<file path="src/core/pbg_pkg.sv">
`default_nettype none
// ============================================================
// Shared constants for the port B block
package pbg_pkg;
    localparam int PBG_W = 8;
    // Register byte offsets
    localparam logic [11:0] OFF_PIN_LEVELS = 12'h000;
    localparam logic [11:0] OFF_OUT_LATCH = 12'h004;
    localparam logic [11:0] OFF_DIRECTION = 12'h008;
    localparam logic [11:0] OFF_PULLUP_EN = 12'h00C;
    localparam logic [11:0] OFF_INT_CTRL_TWO = 12'h010;
    localparam logic [11:0] OFF_SEG_SELECT = 12'h014;
    localparam logic [11:0] OFF_IRQ_STATUS = 12'h018;
    localparam logic [11:0] OFF_IRQ_MASK = 12'h01C;
    // Field positions
    localparam int POS_GLOBAL_PU_DIS = 7;
    localparam int POS_EXT_EXTERNAL_INTERRUPT_ZERO = 0;
    localparam int POS_EDGE_LO = 2;
    localparam int POS_PROG_CLK = 6;
    localparam int POS_PROG_DAT = 7;
    // Interrupt status bits
    localparam int IRQ_W = 3;
    localparam int IRQ_EXTERNAL_INTERRUPT_ZERO = 0;
    localparam int IRQ_EDGE_ONE = 1;
    localparam int IRQ_EDGE_TWO = 2;
    // Reset values
    localparam logic [7:0] RST_DIRECTION = 8'hFF;
    localparam logic [7:0] RST_LATCH = 8'h00;
    localparam logic [7:0] RST_PULLUP_EN = 8'h00;
    localparam logic [7:0] RST_INT_CTRL_TWO = 8'h80;
    localparam logic [7:0] RST_SEG_SELECT = 8'h00;
    localparam logic [1:0] RST_SYNC = 2'h0;
    localparam int SYNC_STAGES = 2;
endpackage
`default_nettype wire

</file>
<file path="src/core/pbg_sync.sv">
`default_nettype none
// ============================================================
// Two-flop synchroniser for the pin levels
module pbg_sync
    import pbg_pkg::*;
(
    // Clock and reset
    input wire logic clk,
    input wire logic rst_n,
    // Data
    input wire logic [PBG_W-1:0] din,
    output logic [PBG_W-1:0] dout
);
    logic [PBG_W-1:0] meta_ff;
    logic [PBG_W-1:0] sync_ff;
    logic [PBG_W-1:0] nxt_meta;
    logic [PBG_W-1:0] nxt_sync;

    // First stage read only by the second
    always_comb
    begin
        nxt_meta = din;
        nxt_sync = meta_ff;
    end

    always_ff @(posedge clk)
    begin
        if (!rst_n)
        begin
            meta_ff <= '0;
            sync_ff <= '0;
        end
        else
        begin
            meta_ff <= nxt_meta;
            sync_ff <= nxt_sync;
        end
    end

    assign dout = sync_ff;
endmodule // pbg_sync
`default_nettype wire

</file>
<file path="src/core/pbg_pad.sv">
`default_nettype none
// ============================================================
// One pin's drive, pull-up and input gating
module pbg_pad
(
    // Configuration
    input wire logic dir_in,
    input wire logic latch_bit,
    input wire logic pu_global_dis,
    input wire logic pu_en,
    input wire logic seg_sel,
    input wire logic seg_val,
    input wire logic ovr_en,
    input wire logic ovr_oe,
    input wire logic ovr_out,
    // Pad side
    output logic pad_out,
    output logic pad_oe,
    output logic pad_pu,
    output logic dig_in_en
);
    logic seg_take;

    // Segment needs direction 0 to own the pin
    assign seg_take = seg_sel && !dir_in;
    // Override, then segment, then plain port drive
    always_comb
    begin
        if (ovr_en)
        begin
            pad_oe = ovr_oe;
            pad_out = ovr_out;
        end
        else if (seg_take)
        begin
            pad_oe = 1'b1;
            pad_out = seg_val;
        end
        else
        begin
            pad_oe = !dir_in;
            pad_out = latch_bit;
        end
    end
    // Pull-up off on any driving pin and when globally disabled
    assign pad_pu = !pu_global_dis && pu_en && !pad_oe && !seg_take;
    // No analog mode: only a segment blocks digital input
    assign dig_in_en = !seg_take;
endmodule // pbg_pad
`default_nettype wire

</file>
<file path="src/core/pbg_top.sv">
// Decided for this implementation: register access over APB and the placing of the registers.
`default_nettype none
// ============================================================
// Summary of operation
// - Eight pins, each usable as a digital input or output.
// - Direction bit 0 drives the latch bit, 1 makes the pin an input.
// - There is no analog mode, so the digital input is never cut off by one.
// - A pull-up is on only with the global disable clear and its own enable set.
// - The global pull-up control gates all eight pins together.
// - Except pins 6 and 7 in programming mode, a pin configured as output has its pull-up forced off.
// - After power-on reset all pull-ups are off.
// - Pins 2 and 3 feed their level to the charge timer as edge inputs when inputs.
// - Except pins 6 and 7 in programming mode, a pin selected as display segment with direction 0 loses all other functions.
// - Programming functions override the direction bit.
// - Pin 0 as input delivers its level to external interrupt zero.
// - In programming mode pin 6 is the programming clock input.
// - In programming mode pin 7 is the programming data line, direction set there.
module pbg_top
    import pbg_pkg::*;
(
    // Clock and reset
    input wire logic clk,
    input wire logic rst_n,
    // APB slave
    input wire logic psel,
    input wire logic penable,
    input wire logic pwrite,
    input wire logic [11:0] paddr,
    input wire logic [31:0] pwdata,
    output logic [31:0] prdata,
    output logic pready,
    output logic pslverr,
    // Pins
    input wire logic [PBG_W-1:0] pin_in,
    output logic [PBG_W-1:0] pin_out,
    output logic [PBG_W-1:0] pin_oe,
    output logic [PBG_W-1:0] pin_pullup,
    // Display segment driver
    input wire logic [PBG_W-1:0] seg_value,
    // Programming port
    input wire logic prog_mode,
    input wire logic prog_data_oe,
    input wire logic prog_data_out,
    output logic program_clock,
    output logic program_data,
    // Peripheral taps
    output logic external_interrupt_zero,
    output logic charge_timer_edge_one,
    output logic charge_timer_edge_two,
    // Interrupt
    output logic irq
);
    // ========================================================
    // Register state
    logic [7:0] latch_ff, nxt_latch;
    logic [7:0] dir_ff, nxt_dir;
    logic [7:0] pu_en_ff, nxt_pu_en;
    logic [7:0] ctl2_ff, nxt_ctl2;
    logic [7:0] seg_ff, nxt_seg;
    logic [IRQ_W-1:0] stat_ff, nxt_stat;
    logic [IRQ_W-1:0] mask_ff, nxt_mask;
    logic [31:0] rdata_ff, nxt_rdata;
    logic err_ff, nxt_err;
    logic ack_ff, nxt_ack;
    logic [PBG_W-1:0] lvl_sync;
    logic [PBG_W-1:0] dig_en;
    logic [PBG_W-1:0] pad_out_w, pad_oe_w, pad_pu_w;
    logic [PBG_W-1:0] in_lvl;
    logic [IRQ_W-1:0] tap_ff, nxt_tap;
    logic [IRQ_W-1:0] taps;
    logic [IRQ_W-1:0] evt;
    logic setup_ph, wr_acc;

    // Decoder used by both read and write paths
    function automatic logic addr_hit(input logic [11:0] a, input logic [11:0] off);
        addr_hit = (a == off);
    endfunction

    function automatic logic addr_mapped(input logic [11:0] a);
        addr_mapped = addr_hit(a, OFF_PIN_LEVELS) || addr_hit(a, OFF_OUT_LATCH) ||
            addr_hit(a, OFF_DIRECTION) || addr_hit(a, OFF_PULLUP_EN) ||
            addr_hit(a, OFF_INT_CTRL_TWO) || addr_hit(a, OFF_SEG_SELECT) ||
            addr_hit(a, OFF_IRQ_STATUS) || addr_hit(a, OFF_IRQ_MASK);
    endfunction

    // ========================================================
    // Input synchroniser
    pbg_sync u_sync
    (
        .clk(clk),
        .rst_n(rst_n),
        .din(pin_in),
        .dout(lvl_sync)
    );

    // ========================================================
    // Per-pin pad logic
    genvar gi;
    generate
        for (gi = 0; gi < PBG_W; gi++)
        begin : g_pad
            logic ovr_en_w, ovr_oe_w, ovr_out_w;
            // Programming pins ignore the direction bit
            assign ovr_en_w = prog_mode &&
                (gi == POS_PROG_CLK || gi == POS_PROG_DAT);
            assign ovr_oe_w = (gi == POS_PROG_DAT) ? prog_data_oe : 1'b0;
            assign ovr_out_w = (gi == POS_PROG_DAT) ? prog_data_out : 1'b0;
            pbg_pad u_pad
            (
                .dir_in(dir_ff[gi]),
                .latch_bit(latch_ff[gi]),
                .pu_global_dis(ctl2_ff[POS_GLOBAL_PU_DIS]),
                .pu_en(pu_en_ff[gi]),
                .seg_sel(seg_ff[gi]),
                .seg_val(seg_value[gi]),
                .ovr_en(ovr_en_w),
                .ovr_oe(ovr_oe_w),
                .ovr_out(ovr_out_w),
                .pad_out(pad_out_w[gi]),
                .pad_oe(pad_oe_w[gi]),
                .pad_pu(pad_pu_w[gi]),
                .dig_in_en(dig_en[gi])
            );
        end
    endgenerate

    // Pin drive for all eight bits
    assign pin_out = pad_out_w;
    assign pin_oe = pad_oe_w;
    assign pin_pullup = pad_pu_w;
    assign in_lvl = lvl_sync & dig_en;

    // ========================================================
    // Peripheral taps, only while the pin is an input
    assign external_interrupt_zero = in_lvl[POS_EXT_EXTERNAL_INTERRUPT_ZERO] && dir_ff[POS_EXT_EXTERNAL_INTERRUPT_ZERO];
    assign charge_timer_edge_one = in_lvl[POS_EDGE_LO] && dir_ff[POS_EDGE_LO];
    assign charge_timer_edge_two = in_lvl[POS_EDGE_LO+1] && dir_ff[POS_EDGE_LO+1];
    // Clock and data ignore the direction bit in programming mode
    assign program_clock = prog_mode && lvl_sync[POS_PROG_CLK];
    assign program_data = prog_mode && lvl_sync[POS_PROG_DAT];

    // ========================================================
    // Rising-edge events on the taps
    assign taps = {charge_timer_edge_two, charge_timer_edge_one, external_interrupt_zero};
    assign evt = taps & ~tap_ff;

    // ========================================================
    // APB access decode; one wait-free cycle, answer in access phase
    assign setup_ph = psel && !penable;
    assign wr_acc = psel && penable && pwrite && !err_ff;

    // Next register values
    always_comb
    begin
        nxt_latch = latch_ff;
        nxt_dir = dir_ff;
        nxt_pu_en = pu_en_ff;
        nxt_ctl2 = ctl2_ff;
        nxt_seg = seg_ff;
        nxt_mask = mask_ff;
        nxt_tap = taps;
        nxt_stat = stat_ff;
        if (wr_acc)
        begin
            // Either port register writes the latch
            if (addr_hit(paddr, OFF_PIN_LEVELS) || addr_hit(paddr, OFF_OUT_LATCH))
                nxt_latch = pwdata[7:0];
            if (addr_hit(paddr, OFF_DIRECTION))
                nxt_dir = pwdata[7:0];
            if (addr_hit(paddr, OFF_PULLUP_EN))
                nxt_pu_en = pwdata[7:0];
            if (addr_hit(paddr, OFF_INT_CTRL_TWO))
                nxt_ctl2 = pwdata[7:0];
            if (addr_hit(paddr, OFF_SEG_SELECT))
                nxt_seg = pwdata[7:0];
            if (addr_hit(paddr, OFF_IRQ_MASK))
                nxt_mask = pwdata[IRQ_W-1:0];
            if (addr_hit(paddr, OFF_IRQ_STATUS))
                nxt_stat = stat_ff & ~pwdata[IRQ_W-1:0];
        end
        // A new event wins over a clear in the same cycle
        nxt_stat = nxt_stat | evt;
    end

    // Read data and slave error, captured in setup cycle
    always_comb
    begin
        nxt_rdata = 32'h0000_0000;
        nxt_err = 1'b0;
        nxt_ack = setup_ph;
        if (setup_ph)
        begin
            nxt_err = !addr_mapped(paddr);
            if (addr_hit(paddr, OFF_PIN_LEVELS))
                nxt_rdata[7:0] = in_lvl;
            else if (addr_hit(paddr, OFF_OUT_LATCH))
                nxt_rdata[7:0] = latch_ff;
            else if (addr_hit(paddr, OFF_DIRECTION))
                nxt_rdata[7:0] = dir_ff;
            else if (addr_hit(paddr, OFF_PULLUP_EN))
                nxt_rdata[7:0] = pu_en_ff;
            else if (addr_hit(paddr, OFF_INT_CTRL_TWO))
                nxt_rdata[7:0] = ctl2_ff;
            else if (addr_hit(paddr, OFF_SEG_SELECT))
                nxt_rdata[7:0] = seg_ff;
            else if (addr_hit(paddr, OFF_IRQ_STATUS))
                nxt_rdata[IRQ_W-1:0] = stat_ff;
            else if (addr_hit(paddr, OFF_IRQ_MASK))
                nxt_rdata[IRQ_W-1:0] = mask_ff;
        end
        else
        begin
            nxt_rdata = rdata_ff;
            nxt_err = err_ff;
        end
    end

    // Registers; global disable set at reset keeps pull-ups off
    always_ff @(posedge clk)
    begin
        if (!rst_n)
        begin
            latch_ff <= RST_LATCH;
            dir_ff <= RST_DIRECTION;
            pu_en_ff <= RST_PULLUP_EN;
            ctl2_ff <= RST_INT_CTRL_TWO;
            seg_ff <= RST_SEG_SELECT;
            stat_ff <= '0;
            mask_ff <= '0;
            tap_ff <= '0;
            rdata_ff <= 32'h0000_0000;
            err_ff <= 1'b0;
            ack_ff <= 1'b0;
        end
        else
        begin
            latch_ff <= nxt_latch;
            dir_ff <= nxt_dir;
            pu_en_ff <= nxt_pu_en;
            ctl2_ff <= nxt_ctl2;
            seg_ff <= nxt_seg;
            stat_ff <= nxt_stat;
            mask_ff <= nxt_mask;
            tap_ff <= nxt_tap;
            rdata_ff <= nxt_rdata;
            err_ff <= nxt_err;
            ack_ff <= nxt_ack;
        end
    end

    // Answer on the first access cycle, never waits longer
    assign pready = ack_ff;
    assign prdata = rdata_ff;
    assign pslverr = err_ff && psel && penable;
    assign irq = |(stat_ff & mask_ff);

    // ========================================================
    // Assertions
    a_pullup_off_output: assert property (@(posedge clk) disable iff (!rst_n)
        !prog_mode |-> ((pin_pullup & ~dir_ff) == 8'h00))
        else $error("pull-up on an output pin");
    a_pullup_global: assert property (@(posedge clk) disable iff (!rst_n)
        ctl2_ff[POS_GLOBAL_PU_DIS] |-> (pin_pullup == 8'h00))
        else $error("pull-up with global disable set");
    a_pullup_all_on: assert property (@(posedge clk) disable iff (!rst_n)
        (!ctl2_ff[POS_GLOBAL_PU_DIS] && dir_ff == 8'hFF && seg_ff == 8'h00
        && pu_en_ff == 8'hFF && !prog_mode) |-> (pin_pullup == 8'hFF))
        else $error("global enable did not reach every pin");
    a_pullup_reset: assert property (@(posedge clk)
        $rose(rst_n) |-> (pin_pullup == 8'h00))
        else $error("pull-up active after reset");
    a_drive_dir: assert property (@(posedge clk) disable iff (!rst_n)
        (!prog_mode && seg_ff == 8'h00) |-> (pin_oe == ~dir_ff && pin_out == latch_ff))
        else $error("pin drive does not follow direction");
    a_latch_write: assert property (@(posedge clk) disable iff (!rst_n)
        (psel && penable && pwrite && pready && !pslverr
        && (paddr == OFF_PIN_LEVELS || paddr == OFF_OUT_LATCH))
        |=> (latch_ff == $past(pwdata[7:0])))
        else $error("latch not updated by port write");
    a_seg_takeover: assert property (@(posedge clk) disable iff (!rst_n)
        (seg_ff[2] && !dir_ff[2]) |-> (pin_oe[2] && !charge_timer_edge_one
        && !pin_pullup[2]))
        else $error("segment pin kept other functions");

    // Level checks on the pin 0 and pin 2 taps look two cycles back, past the synchroniser, and skip a fresh reset
    a_external_interrupt_zero_tap: assert property (@(posedge clk) disable iff (!rst_n)
        (dir_ff[0] && $past(pin_in[0], 2) && $past(rst_n, 2) && $past(rst_n))
        |-> external_interrupt_zero)
        else $error("pin 0 level missing on interrupt tap");
    a_edge_one_tap: assert property (@(posedge clk) disable iff (!rst_n)
        (dir_ff[2] && $past(pin_in[2], 2) && $past(rst_n, 2) && $past(rst_n))
        |-> charge_timer_edge_one)
        else $error("pin 2 level missing on edge tap");
    a_edge_taps: assert property (@(posedge clk) disable iff (!rst_n)
        !dir_ff[3] |-> !charge_timer_edge_two)
        else $error("edge tap active on output pin");
    a_seg_value: assert property (@(posedge clk) disable iff (!rst_n)
        (seg_ff[3] && !dir_ff[3]) |-> (pin_oe[3] && pin_out[3] == seg_value[3]
        && !charge_timer_edge_two))
        else $error("segment pin not driven by segment value");

    // Programming pins
    a_prog_data: assert property (@(posedge clk) disable iff (!rst_n)
        prog_mode |-> (pin_oe[7] == prog_data_oe && pin_oe[6] == 1'b0))
        else $error("programming pins follow direction bit");
    a_prog_clock: assert property (@(posedge clk) disable iff (!rst_n)
        !prog_mode |-> !program_clock)
        else $error("programming clock outside programming mode");
    a_prog_clk_tap: assert property (@(posedge clk) disable iff (!rst_n)
        (prog_mode && $past(pin_in[POS_PROG_CLK], 2) && $past(rst_n, 2) && $past(rst_n))
        |-> program_clock)
        else $error("pin 6 level missing on programming clock");
    a_pu_prog_data: assert property (@(posedge clk) disable iff (!rst_n)
        (prog_mode && prog_data_oe) |-> !pin_pullup[POS_PROG_DAT])
        else $error("pull-up on driven programming data pin");

    // Register reads and the bus answer
    a_pin_read: assert property (@(posedge clk) disable iff (!rst_n)
        (setup_ph && !pwrite && paddr == OFF_PIN_LEVELS) |=> (prdata[7:0] == $past(in_lvl)))
        else $error("pin register read wrong");
    a_latch_read: assert property (@(posedge clk) disable iff (!rst_n)
        (setup_ph && !pwrite && paddr == OFF_OUT_LATCH) |=> (prdata[7:0] == $past(latch_ff)))
        else $error("latch register read wrong");
    a_bus_answer: assert property (@(posedge clk) disable iff (!rst_n)
        setup_ph |=> pready)
        else $error("no answer in first access cycle");
    a_bus_pulse: assert property (@(posedge clk) disable iff (!rst_n)
        pready |=> !pready)
        else $error("ready held past one cycle");
    a_bus_refuse: assert property (@(posedge clk) disable iff (!rst_n)
        (setup_ph && !addr_mapped(paddr)) |=> (!penable || pslverr))
        else $error("unmapped access not refused");

    // Status bits: events stick, a clear with no event empties them
    a_irq_sticky: assert property (@(posedge clk) disable iff (!rst_n)
        (evt != 3'h0) |=> ((stat_ff & $past(evt)) == $past(evt)))
        else $error("event lost");
    a_status_clear: assert property (@(posedge clk) disable iff (!rst_n)
        (wr_acc && paddr == OFF_IRQ_STATUS && evt == 3'h0)
        |=> ((stat_ff & $past(pwdata[IRQ_W-1:0])) == 3'h0))
        else $error("status bit survived its clear");
    c_latch_write: cover property (@(posedge clk) disable iff (!rst_n)
        wr_acc && paddr == OFF_OUT_LATCH);
    c_pullup_on: cover property (@(posedge clk) disable iff (!rst_n) pin_pullup != 8'h00);
    c_prog_mode: cover property (@(posedge clk) disable iff (!rst_n) prog_mode && pin_oe[7]);
    c_irq: cover property (@(posedge clk) disable iff (!rst_n) irq);
    c_seg_pin: cover property (@(posedge clk) disable iff (!rst_n) seg_ff[2] && !dir_ff[2]);
endmodule // pbg_top
`default_nettype wire

</file>
<file path="config.mk">
export PLATFORM = sky130hd
export DESIGN_NAME = pbg_top
export DESIGN_NICKNAME = d
export VERILOG_FILES = /design/src/core/pbg_pkg.sv /design/src/core/pbg_sync.sv /design/src/core/pbg_pad.sv /design/src/core/pbg_top.sv
export SDC_FILE = /design/constraint.sdc
export NUM_CORES = 1
export LEC_CHECK = 0
export ABC_AREA = 1
export BUFFER_PORTS_ARGS = -buffer_cell sky130_fd_sc_hd__buf_2
export CAP_MARGIN = 20
export CORE_MARGIN = 4
export CORE_UTILIZATION = 50
export DETAILED_ROUTE_END_ITERATION = 10
export PLACE_DENSITY = 0.88
export SLEW_MARGIN = 25
export SYNTH_ARGS = -nofsm -noshare
export SYNTH_HDL_FRONTEND = slang
export SYNTH_HIERARCHICAL = 1
export SYNTH_SLANG_ARGS = --single-unit
</file>
<file path="constraint.sdc">
create_clock -name clk -period 1.65 [get_ports clk]
set_input_delay 0 -clock clk [delete_from_list [all_inputs] [get_ports clk]]
set_output_delay 0 -clock clk [all_outputs]
set_load 0.02 [all_outputs]
</file>
==> flow_summary.json, run 1 <==
{
  "rsz0062_at_grt": "no",
  "crit_fanout": 16,
  "first_pass_iters": 5,
  "cts_max_level": 3,
  "cts_inserted_buffers": 9,
  "dr.first_iter.drc_count": 354,
  "synthCells": 597,
  "skew_ns": 0.00952,
  "crit-reg2reg-launch": "err_ff",
  "final_antenna_net_count": 0,
  "clk_pin_slew_worst_paths_ns": 0.08,
  "post_cts_buffers": 0,
  "tightest_slew_ns": 0.662,
  "clk_latency_ns": 0.36,
  "startpoint": "err_ff",
  "clk_path_buf_depth": 2,
  "hold_path_class": "in -> reg",
  "yosys.area.top_type_share": 0.347,
  "track_usage": 0.235,
  "fp.dieH_um": 101,
  "synth_top_area_cell": "dfxtp_1",
  "cts_tree": "yes",
  "power_density_nw_per_um2": 697,
  "crit_required_ns": 1.88,
  "cts.sinks": 75,
  "synth_top_cells_by_area": "dfxtp_1 35%, nand2_1 9.7%, inv_1 8.9%",
  "tns_ns": 0,
  "vias": 4248,
  "power.leakage_nw": 2.94,
  "maxSlewHeadroom": 0.558,
  "dp_hpwl_um": 8410,
  "die_w_um": 101,
  "fin_nets": 812,
  "timing.final.crit_share": 0.880,
  "status": "finished, final reports clean",
  "grt_overflow": 0,
  "critPathKind": "reg -> reg",
  "design.die.area_um2": 10200,
  "maxSlewViolCount": 0,
  "end_kind": "flop",
  "clock_tree.root_cell": "clkbuf_8",
  "maxCapViolCount": 0,
  "gp_congestion": 0.897,
  "portBuffers": 83,
  "mappedNetlistArea_um2": 4320,
  "ys.flop_type": "dfxtp_1",
  "yosys.cell_types.count": 37,
  "yosysMostFrequentCell": "nand2_1",
  "cp.arrival_ns": 1.68,
  "core-area_um2": 8300,
  "ys_ff_latch": 75,
  "syn_area_per_cell_um2": 7.24,
  "grt_pass1_vias": 4010,
  "yosysSeqAreaShare": 0.347,
  "synth_edf_count": 0,
  "synth_async_sr_flop_share": 0,
  "max_clock_freq_ghz": 0.689,
  "num_rows": 33,
  "ios": 132,
  "ys_top_cells_by_count": "112 x nand2_1, 102 x inv_1, 75 x dfxtp_1",
  "start_util": 0.521,
  "finalCriticalPeriod_ns": 1.45,
  "routed_wl_um": 11900,
  "hold_violations": 0,
  "drc": 0,
  "grt_use_met3": 0.0533,
  "grt-busiest-layer": "met2",
  "holdCritStartpoint": "pwdata[1]",
  "synth_warnings": 6,
  "place_inst": 821,
  "syn_to_final_growth_pct": 21.6,
  "use_met2": 0.387,
  "vias_per_cell": 4.97,
  "drive_gt1_frac": 0.275,
  "crit_path_start_kind": "flop",
  "post_drt_wl_per_cell_um": 13.9,
  "peakVddDrop_mv": 0.524,
  "grt_max_degree": 56,
  "antenna_found_initial": 0,
  "grt_pass1_wl_um": 18900,
  "total_power_mw": 3.66,
  "grtUsageMet1": 0.290,
  "instances_no_fill": 854,
  "diodes": 0,
  "setup_viol": 0
}
registers in the layout, summed over array words and instances, names as in the netlist:
register,cells
err_ff,1
dir_ff,8
mask_ff,3
pready,1
ctl2_ff,8
latch_ff,8
pu_en_ff,8
u_sync/dout,8
tap_ff,3
u_sync/meta_ff,8
prdata,8
stat_ff,3
seg_ff,8
worst max-delay path, stage by stage (launching register included):
cell	delay, ns
dfxtp_1	0.31
inv_1	0.08
nand4_2	0.10
inv_2	0.20
nand2_2	0.27
o21ai_0	0.28
a21oi_1	0.07
per-stage QoR:
step,utilization,cell area [um2],setup WS [ns],hold WS [ns]
after global routing,0.633,5260,0.0932,0.0119
after global placement,0.590,4900,0.188,0.183
final,0.633,5260,0.198,0.0134
after CTS,0.633,5260,0.236,0.000566
after floorplan,-,4550,0.310,0.0920
after detailed placement,0.590,4900,0.149,0.183
layout make-up:
| type | count | area, um2 |
|---|---|---|
| inverters | 120 | 450 |
| fillers | 752 | 3040 |
| clock buffers | 11 | 131 |
| multi-input cells | 425 | 2300 |
| clock inverters | 5 | 53.8 |
| repair buffers | 113 | 683 |
| flip-flops and latches | 75 | 1500 |
| well taps | 105 | 131 |
logic make-up after synthesis:
family / count (synthesis) / synth area share
buffers and inverters: 158 / 0.173
and+or+nand+nor: 253 / 0.320
other: 1 / 0.000867
DFF: 75 / 0.347
AOI/OAI and AO/OA: 110 / 0.159
cells in the final DEF, fill, tap and decap left out, types with 13 or more instances in the layout:
master / instances
dlygate4sd3_1: 17
nand2_4: 16
inv_1: 102
a21oi_1: 33
buf_4: 13
nor2_1: 25
o21ai_0: 31
dfxtp_1: 75
conb_1: 62
nand3_1: 48
nand2_1: 112
inv_2: 18
buf_2: 83
final timing paths:
path	slack, ns	to	depth (start not counted)
worst max-delay path	0.20	seg_ff[2]	6
worst min-delay path	0.01	ctl2_ff[1]	3
worst max register to register	0.20	seg_ff[2]	6
worst min register to register	0.42	u_sync/dout[0]	2
power by group:
group	switching [mW]	internal (mW)	total (mW)	leakage [nW]
combinational	0.302	0.145	0.447	2.23
clock	0.668	0.694	1.36	0.0971
sequential	0.0148	1.84	1.85	0.609
total	0.985	2.68	3.66	2.94
repair_timing:
| item | in CTS | in global routing |
|---|---|---|
| hold buffers | 17 | 0 |
| resized for setup | 0 | 0 |
| hold endpoints to repair | 33 | 0 |
per-layer routing:
layer	part of all wire	vias up	wire, um
met2	0.47	209	5610
met4	0.033	0	389
li1	-	2098	-
met5	0	-	0
met1	0.41	1901	4920
met3	0.081	40	962
(Power assumes the default switching activity.)
==> run 2: changes to the inputs <==
Settings changed: CTS_BUF_LIST set to sky130_fd_sc_hd__clkbuf_8.
==> run 2 against run 1 <==
  * Clock power about the same
  * Wire length increased by 0.21%
  * Hold slack got worse by 0.0027 ns
==> flow_summary.json, run 2 (same netlist as run 1, synthesis figures left out) <==
{
  "skew_ns": 0.00990,
  "crit_path_start_kind": "flop",
  "end_kind": "flop",
  "fin_nets": 812,
  "whs_ns": 0.0107,
  "cts_tree": "yes",
  "num_rows": 33,
  "clk_path_buf_depth": 2,
  "ios": 132,
  "routed_wl_um": 11900,
  "fp.dieH_um": 101,
  "layout_commonest_cell": "nand2_1",
  "grt_max_degree": 56,
  "first_pass_iters": 5,
  "dr.first_iter.drc_count": 307,
  "peakVddDrop_mv": 0.523,
  "grt_overflow": 0,
  "clk_latency_ns": 0.36,
  "clock_tree.root_cell": "clkbuf_8",
  "hold_path_class": "in -> reg",
  "multi_input_area_um2": 2300,
  "worstPathCellList": "inv_1 -> nand4_2 -> inv_2 -> nand2_2 -> o21ai_0 -> a21oi_1",
  "maxUsedRoutingLayer": "met4",
  "timing.final.crit_share": 0.886,
  "wl_met3_um": 939,
  "cp_num_buf_inv": 2,
  "regArea_um2": 1500,
  "power.leakage_nw": 2.95,
  "cts_inserted_buffers": 9,
  "post_cts_buffers": 0,
  "antenna_found_initial": 0,
  "dr_wl_met2_um": 5620,
  "vias_per_cell": 4.94,
  "post_drt_wl_per_cell_um": 13.9,
  "final_cell_mix": "112 x nand2_1, 104 x inv_1, 83 x buf_2, 75 x dfxtp_1, 62 x conb_1",
  "final_antenna_net_count": 0,
  "cp_slowest_cell": "dfxtp_1",
  "maxSlewViolCount": 0,
  "power_density_nw_per_um2": 695,
  "setup_viol": 0,
  "status": "finished, final reports clean",
  "critPathKind": "reg -> reg",
  "cts_hold_buffers": 17,
  "core-area_um2": 8300,
  "grt_pass1_vias": 4010,
  "final_util": 0.633,
  "dp_hpwl_um": 8410,
  "maxSlewHeadroom": 0.558,
  "design.die.area_um2": 10200,
  "clk_pin_slew_worst_paths_ns": 0.08,
  "gp_congestion": 0.897,
  "fillCellCount": 752,
  "drive_gt1_frac": 0.275,
  "tns_ns": 0,
  "syn_to_final_growth_pct": 21.6,
  "track_usage": 0.235,
  "start_util": 0.521,
  "cts_resized": 0,
  "portBuffers": 83,
  "max_clock_freq_ghz": 0.684,
  "maxCapViolCount": 0,
  "cts_max_level": 3,
  "crit_required_ns": 1.88,
  "cp_slowest_stage_delay_ns": 0.31,
  "finalCriticalPeriod_ns": 1.46,
  "drc": 0,
  "path_delay_family": "simple AND/OR/NAND/NOR gates",
  "cts.sinks": 75,
  "cp.arrival_ns": 1.69,
  "vias": 4222,
  "rsz0062_at_grt": "no",
  "diodes": 0,
  "crit_fanout": 16,
  "hold_violations": 0,
  "tightest_slew_ns": 0.662,
  "r2r_setup_slack_ns": 0.19,
  "wl_met1_um": 4940,
  "design_area_um2": 5260,
  "die_w_um": 101,
  "grt_pass1_wl_um": 18900,
  "placed_cell_area_um2": 4900
}
## run 2: cell types whose count changed in the layout (fill, tap and decap cells not counted), sizes merged
cell / previous run / this run
clkbuf: 11 / 9
inv: 120 / 122
## run 2: worst register-to-register path: cells and delay by family, from the launching register on
kind                   cells  cell delay (ns)
and+or+nand+nor            2             0.38
DFF                        1             0.31
buffers and inverters      2             0.28
AOI/OAI and AO/OA          2             0.36
## run 2: layout make-up
| class | count | area share |
|---|---|---|
| multi-input combinational | 425 | 0.438 |
| timing repair buffer | 113 | 0.130 |
| tap | 105 | 0.0250 |
| clock inverter | 7 | 0.0117 |
| inverter | 120 | 0.0857 |
| clock buffer | 9 | 0.0236 |
| sequential | 75 | 0.286 |
## run 2: through the flow
stage	std cells	power [mW]	setup slack [ns]
after floorplan	658	2.20	0.310
after global placement	821	2.29	0.188
after detailed placement	821	2.30	0.149
after CTS	854	3.66	0.236
after global routing	854	3.79	0.0932
final	854	3.65	0.189
## run 2: final timing paths
path / from / endpoint / depth (start not counted)
max: err_ff / seg_ff[2] / 6
min: pwdata[1] / ctl2_ff[1] / 3
max reg2reg: err_ff / seg_ff[2] / 6
min reg2reg: u_sync/meta_ff[0] / u_sync/dout[0] / 2
## run 2: metal layers
layer / GRT usage / vias to the layer above
met1: 0.290 / 1879
met3: 0.0533 / 41
met2: 0.387 / 205
met4: 0.112 / 0
met5: 0 / -
li1: - / 2097
## run 2: power by group
group	internal (mW)	switching, mW
sequential	1.84	0.0148
combinational	0.145	0.302
clock	0.682	0.670
